## config.mk

```make
export PLATFORM = sky130hd
export DESIGN_NAME = fp_control_word_fast_switch
export DESIGN_NICKNAME = d
export VERILOG_FILES = /design/src/rtl/fp_control_pkg.sv /design/src/rtl/cycle_timer.sv /design/src/rtl/fp_control_word_fast_switch.sv
export SDC_FILE = /design/constraint.sdc
export NUM_CORES = 1
export LEC_CHECK = 0
export BUFFER_PORTS_ARGS = -buffer_cell sky130_fd_sc_hd__buf_2
export CAP_MARGIN = 20
export CELL_PAD_IN_SITES_DETAIL_PLACEMENT = 1
export CELL_PAD_IN_SITES_GLOBAL_PLACEMENT = 2
export CORE_AREA = 2 2 204 206
export DETAILED_ROUTE_END_ITERATION = 10
export DIE_AREA = 0 0 206 208
export HOLD_SLACK_MARGIN = 0.1
export PLACE_DENSITY = 0.89
export SETUP_SLACK_MARGIN = 0.4
export SYNTH_ARGS = -nofsm -noshare
export SYNTH_HDL_FRONTEND = slang
export SYNTH_SLANG_ARGS = --single-unit
```

## constraint.sdc

```tcl
create_clock -name i_clk -period 2.4 [get_ports i_clk]
set_input_delay 0.24 -clock i_clk [delete_from_list [all_inputs] [get_ports i_clk]]
set_output_delay 0.24 -clock i_clk [all_outputs]
set_load 0.01 [all_outputs]
```

## src/rtl/fp_control_pkg.sv

```systemverilog
// constants, field layout and encodings for the floating-point control word block
// assumes a single core clock; counts are in core clock cycles
package fp_control_pkg;

    // ------------------------------------------------------------------
    // control word layout
    // ------------------------------------------------------------------
    localparam int          PREC_LSB        = 8;
    localparam int          PREC_MSB        = 9;
    localparam int          RC_LSB          = 10;
    localparam int          RC_MSB          = 11;
    localparam int          IC_BIT          = 12;
    localparam logic [15:0] FAST_SWITCH_MASK = 16'h1F00;
    localparam logic [15:0] CW_RESET        = 16'h037F;

    localparam logic [1:0]  PREC_SINGLE     = 2'h0;
    localparam logic [1:0]  PREC_DOUBLE     = 2'h2;
    localparam logic [1:0]  RC_TOWARD_ZERO  = 2'h3;

    // ------------------------------------------------------------------
    // simd control/status word layout
    // ------------------------------------------------------------------
    localparam int          SIMD_DENORM_BIT = 6;
    localparam int          SIMD_FLUSH_BIT  = 15;
    localparam logic [31:0] SIMD_CSR_RESET  = 32'h00001F80;

    // ------------------------------------------------------------------
    // timing counts (pipeline depth and unit latencies)
    // ------------------------------------------------------------------
    localparam logic [7:0]  DRAIN_CYCLES      = 8'h14;
    localparam logic [7:0]  SIMD_WRITE_CYCLES = 8'h14;
    localparam logic [7:0]  SIMD_READ_CYCLES  = 8'h06;
    localparam logic [7:0]  DIV_SINGLE_CYCLES = 8'h0A;
    localparam logic [7:0]  DIV_DOUBLE_CYCLES = 8'h11;
    localparam logic [7:0]  DIV_EXT_CYCLES    = 8'h17;

    // ------------------------------------------------------------------
    // operation encodings
    // ------------------------------------------------------------------
    typedef enum logic [1:0] {
        OP_INTEGER_STORE             = 2'h0,
        OP_TRUNCATING_SINGLE_CONVERT = 2'h1,
        OP_TRUNCATING_DOUBLE_CONVERT = 2'h3
    } convert_op_t;

    typedef enum logic [1:0] {
        ACCESS_8  = 2'h0,
        ACCESS_16 = 2'h1,
        ACCESS_32 = 2'h3
    } access_size_t;

endpackage

```

## src/rtl/cycle_timer.sv

```systemverilog
// one-shot down counter used for drain, csr read and divider latencies
// assumes i_start is only honoured while idle
`timescale 1ns/1ps
`default_nettype none
module cycle_timer
(
    // clock and reset
    input  wire logic       i_clk,
    input  wire logic       i_rst_n,
    // control
    input  wire logic       i_start,
    input  wire logic [7:0] i_count,
    // status
    output logic            o_busy,
    output logic            o_done
);

    logic [7:0] count;
    logic [7:0] next_count;

    always_comb
    begin
        next_count = count;
        if (i_start && (count == 8'h00))
        begin
            next_count = i_count;
        end
        else if (count != 8'h00)
        begin
            next_count = count - 8'h01;
        end
    end

    always_ff @(posedge i_clk or negedge i_rst_n)
    begin
        if (!i_rst_n)
        begin
            count <= 8'h00;
        end
        else
        begin
            count <= next_count;
        end
    end

    assign o_busy = (count != 8'h00);
    assign o_done = (count == 8'h01);

endmodule
`default_nettype wire

```

## src/rtl/fp_control_word_fast_switch.sv

```systemverilog
// floating-point control word with two-value fast switch, simd csr and mode helpers
// assumes the instruction stream holds each request valid until its ready is seen
//
// Behaviour
// - precision bits 9:8, rounding bits 11:10, infinity bit 12 of control word.
// - alternating two values differing only in bits 12:8 loads fast.
// - a change outside bits 12:8 takes the slow draining path.
// - cycling three or more distinct values makes every load slow.
// - switching to a new pair costs only during changeover, then fast again.
// - slow path stalls for about the pipeline depth.
// - simd csr read has long latency; write serialises; no fast path.
// - one simd mode set serves single and double precision alike.
// - truncating converts always round toward zero.
// - integer store rounds per control word rounding field.
// - stored control word forwards only to 16-bit loads; others stall.
// - divider faster at single than double, double faster than extended.
// - flush-underflow-to-zero gives signed zero for underflowing results.
// - denormal-inputs-as-zero turns denormal operands into signed zero.
`timescale 1ns/1ps
`default_nettype none
module fp_control_word_fast_switch
    import fp_control_pkg::*;
(
    // clock and reset
    input  wire logic         i_clk,
    input  wire logic         i_rst_n,
    // control word load
    input  wire logic         i_cw_load_valid,
    input  wire logic [15:0]  i_cw_load_data,
    output logic              o_cw_ready,
    output logic              o_cw_load_done,
    output logic              o_cw_load_slow,
    output logic [15:0]       o_fpu_control_word,
    output logic [1:0]        o_precision_control_field,
    output logic [1:0]        o_rounding_control_field,
    output logic              o_infinity_control,
    // control word store and forwarding
    input  wire logic         i_cw_store_valid,
    input  wire logic         i_fwd_load_valid,
    input  wire logic [1:0]   i_fwd_load_size,
    output logic [15:0]       o_fwd_data,
    output logic              o_fwd_valid,
    output logic              o_fwd_stall,
    // simd control/status word
    input  wire logic         i_simd_write_valid,
    input  wire logic [31:0]  i_simd_write_data,
    output logic              o_simd_write_done,
    input  wire logic         i_simd_read_valid,
    output logic              o_simd_read_ready,
    output logic [31:0]       o_simd_read_data,
    output logic              o_simd_read_valid,
    output logic              o_flush_underflow_to_zero,
    output logic              o_denormal_inputs_as_zero,
    // convert rounding
    input  wire logic         i_cvt_valid,
    input  wire logic [1:0]   i_cvt_op,
    output logic [1:0]        o_round_mode,
    output logic              o_round_valid,
    // divider timing
    input  wire logic         i_div_start,
    output logic              o_div_ready,
    output logic              o_div_done,
    // simd result and operand filtering
    input  wire logic         i_simd_valid,
    input  wire logic         i_simd_is_double,
    input  wire logic         i_result_underflow,
    input  wire logic [63:0]  i_simd_result,
    input  wire logic [63:0]  i_simd_operand,
    output logic [63:0]       o_simd_result,
    output logic [63:0]       o_simd_operand,
    output logic              o_simd_out_valid
);

    // ------------------------------------------------------------------
    // state
    // ------------------------------------------------------------------
    logic [15:0] cw;
    logic [15:0] hist_recent;
    logic [15:0] hist_older;
    logic        fast_done;
    logic        owner_cw;
    logic [31:0] simd_csr;
    logic [15:0] next_cw;
    logic [15:0] next_hist_recent;
    logic [15:0] next_hist_older;
    logic        next_fast_done;
    logic        next_owner_cw;
    logic [31:0] next_simd_csr;

    logic        drain_busy;
    logic        drain_done;
    logic        drain_start;
    logic [7:0]  drain_count;
    logic        read_busy;
    logic        read_done;
    logic        div_busy;
    logic [7:0]  div_count;

    logic        cw_accept;
    logic        simd_write_accept;
    logic        outside_same;
    logic        in_history;
    logic        fast_load;

    // ------------------------------------------------------------------
    // control word load path
    // ------------------------------------------------------------------
    assign o_cw_ready        = !drain_busy;
    assign cw_accept         = i_cw_load_valid && o_cw_ready;
    assign simd_write_accept = i_simd_write_valid && o_cw_ready && !i_cw_load_valid;
    assign outside_same      = ((i_cw_load_data ^ cw) & ~FAST_SWITCH_MASK) == 16'h0000;
    assign in_history        = (i_cw_load_data == hist_recent) ||
                               (i_cw_load_data == hist_older);
    // a third distinct value misses both history slots and drains every time
    assign fast_load         = outside_same && in_history;

    always_comb
    begin
        next_cw          = cw;
        next_hist_recent = hist_recent;
        next_hist_older  = hist_older;
        next_fast_done   = 1'b0;
        next_owner_cw    = owner_cw;
        next_simd_csr    = simd_csr;
        drain_start      = 1'b0;
        drain_count      = DRAIN_CYCLES;
        if (cw_accept)
        begin
            next_cw = i_cw_load_data;
            if (i_cw_load_data != hist_recent)
            begin
                next_hist_recent = i_cw_load_data;
                next_hist_older  = hist_recent;
            end
            if (fast_load)
            begin
                next_fast_done = 1'b1;
            end
            else
            begin
                drain_start    = 1'b1;
                next_owner_cw = 1'b1;
            end
        end
        else if (simd_write_accept)
        begin
            // no history for the simd word: every write drains
            next_simd_csr  = i_simd_write_data;
            drain_start    = 1'b1;
            drain_count    = SIMD_WRITE_CYCLES;
            next_owner_cw  = 1'b0;
        end
    end

    always_ff @(posedge i_clk or negedge i_rst_n)
    begin
        if (!i_rst_n)
        begin
            cw          <= CW_RESET;
            hist_recent <= CW_RESET;
            hist_older  <= CW_RESET;
            fast_done   <= 1'b0;
            owner_cw    <= 1'b0;
            simd_csr    <= SIMD_CSR_RESET;
        end
        else
        begin
            cw          <= next_cw;
            hist_recent <= next_hist_recent;
            hist_older  <= next_hist_older;
            fast_done   <= next_fast_done;
            owner_cw    <= next_owner_cw;
            simd_csr    <= next_simd_csr;
        end
    end

    cycle_timer u_drain
    (
        .i_clk   (i_clk),
        .i_rst_n (i_rst_n),
        .i_start (drain_start),
        .i_count (drain_count),
        .o_busy  (drain_busy),
        .o_done  (drain_done)
    );

    assign o_cw_load_done            = fast_done || (drain_done && owner_cw);
    assign o_cw_load_slow            = drain_done && owner_cw;
    assign o_simd_write_done         = drain_done && !owner_cw;
    assign o_fpu_control_word        = cw;
    assign o_precision_control_field = cw[PREC_MSB:PREC_LSB];
    assign o_rounding_control_field  = cw[RC_MSB:RC_LSB];
    assign o_infinity_control        = cw[IC_BIT];
    assign o_flush_underflow_to_zero = simd_csr[SIMD_FLUSH_BIT];
    assign o_denormal_inputs_as_zero = simd_csr[SIMD_DENORM_BIT];

    // ------------------------------------------------------------------
    // simd csr read, convert rounding, forwarding, filtering
    // ------------------------------------------------------------------
    logic [31:0] rd_data;
    logic        rd_valid;
    logic [1:0]  rmode;
    logic        rvalid;
    logic [15:0] stored_word;
    logic [15:0] fwd_data;
    logic        fwd_valid;
    logic        fwd_stall;
    logic [63:0] res_q;
    logic [63:0] opd_q;
    logic        out_valid;
    logic [31:0] next_rd_data;
    logic        next_rd_valid;
    logic [1:0]  next_rmode;
    logic        next_rvalid;
    logic [15:0] next_stored_word;
    logic [15:0] next_fwd_data;
    logic        next_fwd_valid;
    logic        next_fwd_stall;
    logic [63:0] next_res_q;
    logic [63:0] next_opd_q;
    logic        next_out_valid;
    logic        opd_denormal;
    logic [63:0] signed_zero_res;
    logic [63:0] signed_zero_opd;

    assign o_simd_read_ready = !read_busy;

    cycle_timer u_read
    (
        .i_clk   (i_clk),
        .i_rst_n (i_rst_n),
        .i_start (i_simd_read_valid),
        .i_count (SIMD_READ_CYCLES),
        .o_busy  (read_busy),
        .o_done  (read_done)
    );

    // one mode set; only the denormal test and the zero's format follow the element width
    assign opd_denormal    = i_simd_is_double ?
                             ((i_simd_operand[62:52] == 11'h000) && (i_simd_operand[51:0] != 52'h0)) :
                             ((i_simd_operand[30:23] == 8'h00) && (i_simd_operand[22:0] != 23'h0));
    assign signed_zero_res = i_simd_is_double ? {i_simd_result[63], 63'h0} :
                             {32'h0, i_simd_result[31], 31'h0};
    assign signed_zero_opd = i_simd_is_double ? {i_simd_operand[63], 63'h0} :
                             {32'h0, i_simd_operand[31], 31'h0};

    always_comb
    begin
        next_rd_data     = rd_data;
        next_rd_valid    = read_done;
        next_rmode       = rmode;
        next_rvalid      = i_cvt_valid;
        next_stored_word = stored_word;
        next_fwd_data    = fwd_data;
        next_fwd_valid   = 1'b0;
        next_fwd_stall   = 1'b0;
        next_res_q       = res_q;
        next_opd_q       = opd_q;
        next_out_valid   = i_simd_valid;
        if (read_done)
        begin
            next_rd_data = simd_csr;
        end
        if (i_cvt_valid)
        begin
            if (i_cvt_op == OP_INTEGER_STORE)
            begin
                next_rmode = cw[RC_MSB:RC_LSB];
            end
            else
            begin
                next_rmode = RC_TOWARD_ZERO;
            end
        end
        if (i_cw_store_valid)
        begin
            next_stored_word = cw;
        end
        if (i_fwd_load_valid)
        begin
            if (i_fwd_load_size == ACCESS_16)
            begin
                next_fwd_data  = stored_word;
                next_fwd_valid = 1'b1;
            end
            else
            begin
                next_fwd_stall = 1'b1;
            end
        end
        if (i_simd_valid)
        begin
            next_res_q = (o_flush_underflow_to_zero && i_result_underflow) ?
                         signed_zero_res : i_simd_result;
            next_opd_q = (o_denormal_inputs_as_zero && opd_denormal) ?
                         signed_zero_opd : i_simd_operand;
        end
    end

    always_ff @(posedge i_clk or negedge i_rst_n)
    begin
        if (!i_rst_n)
        begin
            rd_data     <= 32'h00000000;
            rd_valid    <= 1'b0;
            rmode       <= 2'h0;
            rvalid      <= 1'b0;
            stored_word <= 16'h0000;
            fwd_data    <= 16'h0000;
            fwd_valid   <= 1'b0;
            fwd_stall   <= 1'b0;
            res_q       <= 64'h0;
            opd_q       <= 64'h0;
            out_valid   <= 1'b0;
        end
        else
        begin
            rd_data     <= next_rd_data;
            rd_valid    <= next_rd_valid;
            rmode       <= next_rmode;
            rvalid      <= next_rvalid;
            stored_word <= next_stored_word;
            fwd_data    <= next_fwd_data;
            fwd_valid   <= next_fwd_valid;
            fwd_stall   <= next_fwd_stall;
            res_q       <= next_res_q;
            opd_q       <= next_opd_q;
            out_valid   <= next_out_valid;
        end
    end

    assign o_simd_read_data  = rd_data;
    assign o_simd_read_valid = rd_valid;
    assign o_round_mode      = rmode;
    assign o_round_valid     = rvalid;
    assign o_fwd_data        = fwd_data;
    assign o_fwd_valid       = fwd_valid;
    assign o_fwd_stall       = fwd_stall;
    assign o_simd_result     = res_q;
    assign o_simd_operand    = opd_q;
    assign o_simd_out_valid  = out_valid;

    // ------------------------------------------------------------------
    // divider latency by precision
    // ------------------------------------------------------------------
    // reserved precision code runs at the extended rate, the safe worst case
    assign div_count   = (cw[PREC_MSB:PREC_LSB] == PREC_SINGLE) ? DIV_SINGLE_CYCLES :
                         (cw[PREC_MSB:PREC_LSB] == PREC_DOUBLE) ? DIV_DOUBLE_CYCLES :
                         DIV_EXT_CYCLES;
    assign o_div_ready = !div_busy;

    cycle_timer u_div
    (
        .i_clk   (i_clk),
        .i_rst_n (i_rst_n),
        .i_start (i_div_start),
        .i_count (div_count),
        .o_busy  (div_busy),
        .o_done  (o_div_done)
    );

    // ------------------------------------------------------------------
    // assertions
    // ------------------------------------------------------------------
    localparam int DRAIN_WAIT = int'(DRAIN_CYCLES);
    localparam int READ_WAIT  = int'(SIMD_READ_CYCLES) + 1;
    localparam int DIVS_WAIT  = int'(DIV_SINGLE_CYCLES);

    AST_FIELDS: assert property (@(posedge i_clk) disable iff (!i_rst_n)
        cw_accept |=> o_rounding_control_field == $past(i_cw_load_data[RC_MSB:RC_LSB]))
        else $error("rounding field not taken from loaded word");
    AST_FAST: assert property (@(posedge i_clk) disable iff (!i_rst_n)
        (cw_accept && fast_load) |=> (o_cw_load_done && !o_cw_load_slow && o_cw_ready))
        else $error("fast load did not finish next cycle");
    AST_OUTSIDE: assert property (@(posedge i_clk) disable iff (!i_rst_n)
        (cw_accept && !outside_same) |=> !o_cw_ready)
        else $error("change outside fast bits did not drain");
    AST_THIRD: assert property (@(posedge i_clk) disable iff (!i_rst_n)
        (cw_accept && !in_history) |=> (!o_cw_ready)[*8])
        else $error("third value escaped the slow path");
    AST_HIST: assert property (@(posedge i_clk) disable iff (!i_rst_n)
        (cw_accept && i_cw_load_data != hist_recent) |=>
        (hist_recent == $past(i_cw_load_data) && hist_older == $past(hist_recent)))
        else $error("history not shifted on new value");
    AST_DRAIN: assert property (@(posedge i_clk) disable iff (!i_rst_n)
        (cw_accept && !fast_load) |-> ##[DRAIN_WAIT:DRAIN_WAIT] (o_cw_load_done && o_cw_load_slow))
        else $error("slow load drain length wrong");
    AST_CSR_READ: assert property (@(posedge i_clk) disable iff (!i_rst_n)
        (i_simd_read_valid && o_simd_read_ready) |-> ##[READ_WAIT:READ_WAIT] o_simd_read_valid)
        else $error("simd csr read latency wrong");
    AST_CSR_WRITE: assert property (@(posedge i_clk) disable iff (!i_rst_n)
        simd_write_accept |=> (!o_cw_ready && o_flush_underflow_to_zero == $past(i_simd_write_data[SIMD_FLUSH_BIT])))
        else $error("simd csr write did not serialise");
    AST_TRUNC: assert property (@(posedge i_clk) disable iff (!i_rst_n)
        (i_cvt_valid && i_cvt_op != OP_INTEGER_STORE) |=> (o_round_mode == RC_TOWARD_ZERO && o_round_valid))
        else $error("truncating convert not rounding to zero");
    AST_FIST: assert property (@(posedge i_clk) disable iff (!i_rst_n)
        (i_cvt_valid && i_cvt_op == OP_INTEGER_STORE) |=> o_round_mode == $past(o_rounding_control_field))
        else $error("integer store ignored rounding field");
    AST_FWD: assert property (@(posedge i_clk) disable iff (!i_rst_n)
        (i_fwd_load_valid && i_fwd_load_size != ACCESS_16) |=> (o_fwd_stall && !o_fwd_valid))
        else $error("size mismatch forwarded");
    AST_DIV: assert property (@(posedge i_clk) disable iff (!i_rst_n)
        (i_div_start && o_div_ready && o_precision_control_field == PREC_SINGLE) |-> ##[DIVS_WAIT:DIVS_WAIT] o_div_done)
        else $error("single precision divide latency wrong");
    AST_FLUSH: assert property (@(posedge i_clk) disable iff (!i_rst_n)
        (i_simd_valid && i_result_underflow && o_flush_underflow_to_zero && i_simd_is_double) |=>
        o_simd_result == {$past(i_simd_result[63]), 63'h0})
        else $error("underflow not flushed to signed zero");
    AST_DENORM: assert property (@(posedge i_clk) disable iff (!i_rst_n)
        (i_simd_valid && opd_denormal && o_denormal_inputs_as_zero && !i_simd_is_double) |=>
        o_simd_operand == {32'h0, $past(i_simd_operand[31]), 31'h0})
        else $error("denormal operand not zeroed");

endmodule
`default_nettype wire

```

==> flow_metrics.py, run 1 <==
metrics = {
    "route": {
        "wl_per_cell_um": 20.24,
        "drcViolationCount": 0,
        "drtIter0Drc": 541,
        "viasPerCell": 4.750,
        "ant_nets": 0,
        "routed_wl_um": 47420,
        "firstDrtPassIters": 4,
        "vias": 11130,
    },
    "job": {
        "max-cap-violations": 0,
    },
    "cells_and_area": {
        "finalNetCount": 1979,
        "drive_above_1_share_pct": 38.80,
        "layout_commonest_cell": "buf_2",
        "final_cell_mix": "398 x buf_2, 272 x dfrtp_1, 184 x nand2_1, 182 x dlygate4sd3_1, 136 x inv_1",
        "syn_to_final_growth_pct": 50.79,
        "layoutNonFillerInstCount": 2343,
    },
    "global_route": {
        "grt_pass1_wl_um": 70360,
        "grt_overflow": 0,
        "grt_pass1_vias": 12380,
        "grt_usage_pct": 20.90,
        "grt_antenna_before_repair": 7,
        "grt_max_degree": 196,
    },
    "pwr": {
        "p_switching_mw": 5.943,
        "switching_share_pct": 31.82,
        "p_comb_share_pct": 28.7,
        "peakVddDrop_uv": 628.0,
        "power_mw": 18.68,
        "power_density_mw_per_mm2": 959.8,
        "pwr-share-seq_pct": 42.8,
        "cellLeakagePower_nw": 9.883,
        "p_int_mw": 12.73,
        "pwr-share-clk_pct": 28.6,
    },
    "clocking": {
        "cts_root_buffer": "clkbuf_16",
        "tritoncts": "yes",
        "ctsHtreeMaxLevel": 2,
        "insertion_delay_ns": 0.53,
        "clk_pin_slew_ns": 0.06,
        "cts_made_buffers": 35,
        "clock_tree.buffer_depth": 3,
        "cts.sinks": 305,
    },
    "sta": {
        "fin_ws_ns": 0.1272,
        "setup_viol": 0,
        "slew_headroom_pct": 47.58,
        "max_freq_ghz": 0.4400,
        "maxSlewViolCount": 0,
        "fin_skew_ns": 0.01317,
        "period_share_pct": 94.70,
        "final_hold_viol_count": 0,
        "tightest_slew_ns": 0.7863,
        "layout_min_cycle_time_ns": 2.273,
        "rsz0062_at_grt": "yes",
    },
    "worst_setup_path": {
        "arrival_ns": 2.03,
        "crit_path_start_kind": "flop",
        "required_ns": 2.16,
        "rr_startpoint": "u_read.count[5]",
        "critPathKind": "reg2out",
        "critPathLaunch": "u_drain.count[4]",
        "cp_max_fo": 2,
        "end_kind": "output port",
    },
    "floorplan": {
        "start_util_pct": 31.82,
        "core_sq_mm": 0.04055,
        "die_height_um": 208,
        "rows": 74,
        "io_pins": 405,
        "die_w_um": 206,
        "dieArea_sq_mm": 0.04285,
    },
    "placement": {
        "place_ws_ns": 0.1390,
        "place_congestion": 0.8340,
        "port_buffers": 404,
        "post-place-cells": 2051,
        "hpwlAfterDp_um": 28330,
    },
    "hold_path": {
        "worstHoldPathType": "in2reg",
        "min-delay-start": "i_result_underflow",
    },
    "logic_synthesis": {
        "synth_cells": 1129,
        "ys.flop_type": "dfrtp_1",
        "synth.net_count": 1330,
        "synth_area_sq_mm": 0.01290,
        "synth.avg_cell_area_sq_um": 11.43,
        "synth_cell_type_count": 55,
        "synth-edff-count": 0,
        "synthArstFlopShare_pct": 100.0,
        "ys_ff_latch": 305,
        "synth_warnings": 0,
        "yosysSeqAreaShare_pct": 59.46,
    },
    "run_status": {
        "outcome": "completed",
    },
}
## state kept, by name, indices dropped and copies added, names as in the netlist, 2 cells and up
signal              flops
o_simd_operand         64
o_simd_result          64
o_simd_read_data       32
simd_csr               32
hist_older             16
hist_recent            16
o_fpu_control_word     16
o_fwd_data             16
stored_word            16
u_div.count             8
u_drain.count           8
u_read.count            8
o_round_mode            2
## path summary, 6_finish.rpt
path | end | slack, ns | cells past startpoint
min reg2reg | o_fwd_data[6] | 0.46 | 2
min | o_simd_result[31] | 0.15 | 4
min in group asynchronous | o_simd_result[47] | 0.29 | 2
max in group asynchronous | o_simd_operand[60] | 1.26 | 3
max reg2reg | o_simd_read_data[15] | 0.22 | 7
max | o_cw_load_done | 0.13 | 6
## worst max-delay path: stages (launching register included)
cell and delay, ns:
dfrtp_1 0.41, nor4_4 0.31, buf_4 0.17, nor3b_4 0.20, and3_4 0.22, or2_4 0.11, buf_6 0.09
## Yosys cell counts, drive strengths merged (10+ instances only)
master,n,area share (%)
buf,22,1.3
clkbuf,33,0.96
dfrtp,272,53
dfstp,33,6.7
inv,139,4.0
mux2,128,12
nand2,186,5.4
nor2,12,0.35
nor3,10,0.43
nor4,24,1.3
o21ai,72,2.8
o22ai,63,3.1
xnor2,20,1.4
xor2,37,2.5
## timing repair
action,CTS,global route
hold buffers,184,0
pin swaps,9,19
gates cloned,1,5
endpoints found under the setup margin,80,147
resized for setup,18,53
buffers inserted,14,18
hold endpoints to repair,251,0
## routing by layer
layer / global-route usage (%) / vias to the layer above / routed length, um
met1: 24.68 / 5603 / 18600
met5: 0 / - / 11
met4: 9.926 / 2 / 1852
li1: - / 5051 / -
met2: 35.34 / 376 / 23810
met3: 5.294 / 98 / 3143
## layout make-up
cell class	count	area, sq um
Clock inverter	8	72.57
Fill cell	4449	21100
Multi-Input combinational cell	629	4683
Timing Repair Buffer	667	4747
Tap cell	532	665.6
Sequential cell	305	7674
Inverter	140	525.5
Clock buffer	55	1074
Antenna cell	7	17.52
## cells by family (layout without fill, tap and decap cells)
logic type	count (synthesis)	count (layout)	synth area share (%)
xor gates and xnor gates	57	57	3.869
adders and majority gates	9	9	0.8726
and+or+nand+nor	273	273	9.773
AOI/OAI and AO/OA	158	158	7.301
other	0	7	0
buffers and inverters	195	870	6.370
muxes	132	132	12.35
DFF	305	305	59.46
## through the flow
stage / instance area, sq um / setup TNS [ns] / util [%] / hold slack, ns
after floorplan: 12900 / 0 / - / -0.05559
after global placement: 15710 / -1.527 / 38.73 / 0.2464
after detailed placement: 15730 / 0 / 38.78 / 0.2514
after CTS: 18930 / 0 / 46.67 / 0.1045
after global routing: 19460 / 0 / 47.98 / 0.1405
final: 19460 / 0 / 47.98 / 0.1533
## power groups by stage
stage | logic, mW | registers [mW] | clock network, mW
6_report | 5.35 | 7.99 | 5.33
5_1_grt | 5.82 | 8.19 | 5.72
4_1_cts | 4.97 | 7.92 | 5.50
3_5_place_dp | 4.50 | 7.99 | 0
3_3_place_gp | 4.33 | 7.87 | 0
2_1_floorplan | 2.21 | 8.13 | 0
No activity file was read; power rests on OpenSTA's default activity.
==> inputs of run 2 (changes only) <==
Settings changed: SETUP_SLACK_MARGIN 0.4 to 0.15.
==> run 2 against run 1 <==
  * Global-route usage is 0.18 points lower
  * Fmax is 0.64% lower
  * Total power fell by 2.5%
  * Largest cell class unchanged
==> flow_metrics.py, run 2 (synthesis results as in run 1) <==
metrics = {
    "global_route": {
        "grt_overflow": 0,
        "grt_usage_pct": 20.72,
        "grt_antenna_before_repair": 5,
        "grt_pass1_vias": 12250,
        "grt_pass1_wl_um": 69580,
        "grt_max_degree": 196,
    },
    "route": {
        "firstDrtPassIters": 4,
        "routed_wl_um": 45080,
        "wl_per_cell_um": 19.50,
        "ant_nets": 0,
        "viasPerCell": 4.722,
        "drtIter0Drc": 484,
        "vias": 10920,
        "drcViolationCount": 0,
    },
    "sta": {
        "fin_ws_ns": 0.1126,
        "layout_min_cycle_time_ns": 2.287,
        "slew_headroom_pct": 45.38,
        "fin_skew_ns": 0.01368,
        "period_share_pct": 95.31,
        "final_hold_viol_count": 0,
        "maxSlewViolCount": 0,
        "max_freq_ghz": 0.4372,
        "rsz0062_at_grt": "yes",
        "setup_viol": 0,
        "tightest_slew_ns": 0.8194,
        "setup_tns_ns": 0,
    },
    "placement": {
        "place_ws_ns": 0.1390,
        "hpwlAfterDp_um": 28330,
        "port_buffers": 404,
        "place_congestion": 0.8340,
    },
    "cells_and_area": {
        "layout_commonest_cell": "buf_2",
        "syn_to_final_growth_pct": 46.19,
        "multi_input_area_sq_mm": 0.004457,
        "fill_cells": 4496,
        "ff_latch_area_sq_mm": 0.007674,
        "finalNetCount": 1951,
        "drive_above_1_share_pct": 35.98,
        "final_util_pct": 46.52,
        "final_cell_mix": "400 x buf_2, 272 x dfrtp_1, 185 x nand2_1, 184 x dlygate4sd3_1, 138 x inv_1",
    },
    "clocking": {
        "insertion_delay_ns": 0.52,
        "tritoncts": "yes",
        "cts.sinks": 305,
        "ctsHtreeMaxLevel": 2,
        "clk_pin_slew_ns": 0.06,
        "clock_tree.buffer_depth": 3,
        "cts_root_buffer": "clkbuf_16",
        "cts_made_buffers": 35,
    },
    "job": {
        "max-cap-violations": 0,
    },
    "worst_setup_path": {
        "crit_chain": "nor4_4, buf_4, nor3b_4, and3_4, or2_4, buf_6",
        "cp_max_fo": 2,
        "cp_top_family": "simple AND/OR/NAND/NOR gates",
        "cp_slowest_cell": "dfrtp_1",
        "required_ns": 2.16,
        "path_buf_inv": 2,
        "crit_path_start_kind": "flop",
        "arrival_ns": 2.05,
        "end_kind": "output port",
        "cpPeakStageDelay_ns": 0.41,
        "critPathKind": "reg2out",
    },
    "floorplan": {
        "dieArea_sq_mm": 0.04285,
        "rows": 74,
        "die_w_um": 206,
        "start_util_pct": 31.82,
        "core_sq_mm": 0.04055,
        "die_height_um": 208,
        "io_pins": 405,
    },
    "hold_path": {
        "worstHoldPathType": "in2reg",
    },
    "run_status": {
        "outcome": "completed",
    },
    "pwr": {
        "cellLeakagePower_nw": 9.615,
        "peakVddDrop_uv": 641.1,
        "power_density_mw_per_mm2": 965.6,
    },
}
[run 2: cell count changes in the layout (fill, tap and decap cells not counted), moves of 3 or more]
cell       change
clkbuf_16      -5
xor2_1         +6
buf_6          -5
diode_2        -3
mux2_4         -5
nor4_1         +9
xor2_2         -6
nor4_2         -8
buf_4         -18
mux2_1         +3
[run 2: report_power, final]
| part | leakage (nW) | internal (mW) | switching, mW |
|---|---|---|---|
| sequential | 3.77 | 6.82 | 1.13 |
| clock | 0.567 | 3.19 | 2.14 |
| combinational | 5.28 | 2.49 | 2.45 |
[run 2: tightest hold or removal path, cell delays in order]
cell and delay (ns):
buf_2 0.09, nand3_1 0.10, nand3_1 0.12, o21ai_0 0.08
[run 2: worst paths after layout]
kind / start / end / slack (ns) / depth (start not counted)
worst max register to register: hist_recent[1] / u_drain.count[0] / 0.27 / 7
worst min-delay path: i_result_underflow / o_simd_result[31] / 0.15 / 4
max in group asynchronous: i_rst_n / o_simd_operand[52] / 1.24 / 3
min in group asynchronous: i_rst_n / o_simd_result[47] / 0.29 / 2
worst max-delay path: u_drain.count[4] / o_cw_load_done / 0.11 / 6
worst min register to register: stored_word[6] / o_fwd_data[6] / 0.46 / 2
[run 2: routing by layer]
layer  part of all wire (%)  GRT usage (%)
met4                    4.6          10.34
met3                    6.8          5.122
met1                     40          24.64
met2                     49          34.69
met5                  0.024              0
[run 2: cell type report]
cell class                      instances  area share (%)
Sequential cell                       305           40.68
Timing Repair Buffer                  639           23.26
Clock inverter                          8          0.3847
Multi-Input combinational cell        629           23.62
Antenna cell                            4         0.05306
Clock buffer                           55           5.690
Tap cell                              532           3.528
Inverter                              140           2.786
[run 2: timing repair]
item	CTS	global route
buffers inserted	8	2
endpoints found under the setup margin	22	24
pin swaps	4	3
hold endpoints to repair	251	0
hold buffers	184	0
gates resized for setup	6	6
[run 2: stage by stage]
step / cell area, sq um / cells / hold WS [ns] / total power [mW]
after floorplan: 12900 / 1129 / -0.05559 / 10.35
after global placement: 15710 / 2050 / 0.2464 / 12.20
after detailed placement: 15730 / 2051 / 0.2514 / 12.49
after CTS: 18810 / 2306 / 0.1114 / 18.28
after global routing: 18870 / 2312 / 0.1394 / 19.27
final: 18870 / 2312 / 0.1466 / 18.22
==> inputs of run 3 (changes only) <==
Settings changed: PLACE_DENSITY 0.89 to 0.76.
==> run 3 against run 2 <==
  * Die area did not move
  * Routed wire length fell by 5.9%
  * Final cell count rose by 0.13%
  * Largest cell class unchanged
  * Critical path depth fell by 3
  * Worst setup slack improved by 0.059 ns
  * Sequential power barely moved
  * Total power fell by 2.8%
==> flow_metrics.py, run 3 (synthesis results as in run 1) <==
metrics = {
    "run_status": {
        "outcome": "completed",
    },
    "placement": {
        "place_ws_ns": 0.2326,
        "place_congestion": 0.8204,
        "place_area_sq_mm": 0.01563,
        "port_buffers": 404,
        "hpwlAfterDp_um": 28560,
    },
    "clocking": {
        "tritoncts": "yes",
        "cts.sinks": 305,
        "clock_tree.buffer_depth": 3,
        "clk_pin_slew_ns": 0.06,
        "cts_made_buffers": 35,
        "insertion_delay_ns": 0.54,
        "ctsHtreeMaxLevel": 2,
        "cts_root_buffer": "clkbuf_16",
    },
    "global_route": {
        "grt_max_degree": 102,
        "grt_overflow": 0,
        "grt_pass1_vias": 11620,
        "grt_usage_pct": 19.41,
        "grt_antenna_before_repair": 5,
        "grt_pass1_wl_um": 65340,
    },
    "cells_and_area": {
        "finalNetCount": 1954,
        "drive_above_1_share_pct": 35.41,
        "fin_area_sq_mm": 0.01884,
        "layout_commonest_cell": "buf_2",
        "syn_to_final_growth_pct": 45.96,
        "final_cell_mix": "400 x buf_2, 269 x dfrtp_1, 195 x dlygate4sd3_1, 185 x nand2_1, 136 x inv_1",
        "final_util_pct": 46.45,
    },
    "pwr": {
        "power_mw": 17.71,
        "power_density_mw_per_mm2": 940.1,
        "p_switching_mw": 5.546,
        "p_comb_share_pct": 26.8,
        "cellLeakagePower_nw": 9.570,
        "p_int_mw": 12.16,
        "peakVddDrop_uv": 783.6,
        "switching_share_pct": 31.32,
        "pwr-share-seq_pct": 45.0,
        "pwr-share-clk_pct": 28.3,
    },
    "hold_path": {
        "holdPathEnd": "u_drain.count[2]",
        "worstHoldPathType": "in2reg",
        "holdPathStages": 3,
        "min-delay-start": "i_simd_write_valid",
    },
    "floorplan": {
        "dieArea_sq_mm": 0.04285,
        "die_w_um": 206,
        "core_sq_mm": 0.04055,
        "rows": 74,
        "start_util_pct": 31.82,
        "die_height_um": 208,
        "io_pins": 405,
    },
    "sta": {
        "setup_tns_ns": 0,
        "period_share_pct": 92.85,
        "fin_ws_ns": 0.1716,
        "final_hold_viol_count": 0,
        "fin_skew_ns": 0.01944,
        "setup_viol": 0,
        "slew_headroom_pct": 61.45,
        "max_freq_ghz": 0.4487,
        "maxSlewViolCount": 0,
        "tightest_slew_ns": 0.5746,
        "layout_min_cycle_time_ns": 2.228,
        "rsz0062_at_grt": "yes",
    },
    "worst_setup_path": {
        "crit_chain": "or4_4, nor4b_4, buf_2",
        "timing.rr.end": "hist_recent[14]",
        "required_ns": 2.16,
        "worstRegToRegCells": 6,
        "critPathKind": "reg2out",
        "crit_path_start_kind": "flop",
        "cp_max_fo": 3,
        "end_kind": "output port",
        "path_buf_inv": 1,
        "rr_startpoint": "hist_recent[4]",
        "rrSetupSlack_ns": 0.27,
        "cp_top_family": "simple AND/OR/NAND/NOR gates",
        "cpPeakStageDelay_ns": 0.55,
        "arrival_ns": 1.99,
        "cp_slowest_cell": "or4_4",
    },
    "route": {
        "drcViolationCount": 0,
        "wl_per_cell_um": 18.31,
        "drtIter0Drc": 424,
        "firstDrtPassIters": 4,
        "ant_nets": 0,
        "viasPerCell": 4.633,
        "vias": 10730,
        "routed_wl_um": 42400,
    },
    "job": {
        "max-cap-violations": 0,
    },
}
-- run 3: cell types whose count changed in the layout (fill, tap and decap cells not counted), moves of 2 or more --
cell and change:
dlygate4sd3_1 +11, clkinv_4 -2, clkbuf_16 -2, buf_6 -2, dfrtp_2 +3, inv_6 +3
clkbuf_1 +6, buf_4 -7, clkbuf_8 -3, inv_2 +2, dfrtp_1 -3, inv_1 -2
-- run 3: worst min-delay path, delay by kind of cell --
family                 cells  cell delay, ns
buffers and inverters      1            0.12
and+or+nand+nor            1            0.17
AOI/OAI and AO/OA          1            0.12
-- run 3: per-layer routing --
layer  up-vias  part of all wire (%)  wire, um  track usage [%]
li1       5001                     -         -                -
met1      5313                    42     17700            23.90
met2       328                    48     20460            32.55
met3        83                   6.6      2798            4.652
met4         0                   3.4      1441            7.833
met5         -                     0         0                0
-- run 3: metrics by stage --
| step | hold WS, ns | std cells |
|---|---|---|
| floorplan | -0.05559 | 1129 |
| detailed placement | 0.2147 | 2035 |
| CTS | 0.1085 | 2296 |
| global placement | 0.2118 | 2035 |
| finish | 0.1575 | 2315 |
| global route | 0.1756 | 2315 |
-- run 3: power groups by stage --
stage	sequential [mW]	combinational [mW]	clock, mW
after floorplan	8.13	2.21	0
after global placement	7.93	4.18	0
after detailed placement	8.02	4.30	0
after CTS	7.96	4.63	5.21
after global routing	8.20	5.22	5.40
final	7.97	4.74	5.00
-- run 3: worst max path at each step --
stage                     startpoint                 to  cells after the start
detailed placement    hist_recent[1]    hist_recent[14]                      6
floorplan           u_drain.count[0]     hist_older[10]                      8
global route        u_drain.count[4]     o_cw_load_done                      5
global placement      hist_recent[1]     hist_older[14]                      6
finish               u_read.count[5]  o_simd_read_ready                      3
CTS                 u_drain.count[3]     o_cw_load_done                      5
-- run 3: what timing repair did --
| item | 4_1_cts | 5_1_grt |
|---|---|---|
| setup endpoints to repair | 5 | 85 |
| hold endpoints to repair | 403 | 0 |
| resized for setup | 3 | 14 |
| buffers inserted | 3 | 15 |
| pin swaps | 2 | 5 |
| hold buffers | 195 | 0 |
-- run 3: final cells by class --
class / instances / area, sq um
sequential: 305 / 7677
multi-input combinational: 629 / 4463
clock inverter: 7 / 46.29
timing repair buffer: 642 / 4443
fill: 4504 / 21720
inverter: 140 / 525.5
clock buffer: 56 / 1005
antenna: 4 / 10.01
tap: 532 / 665.6
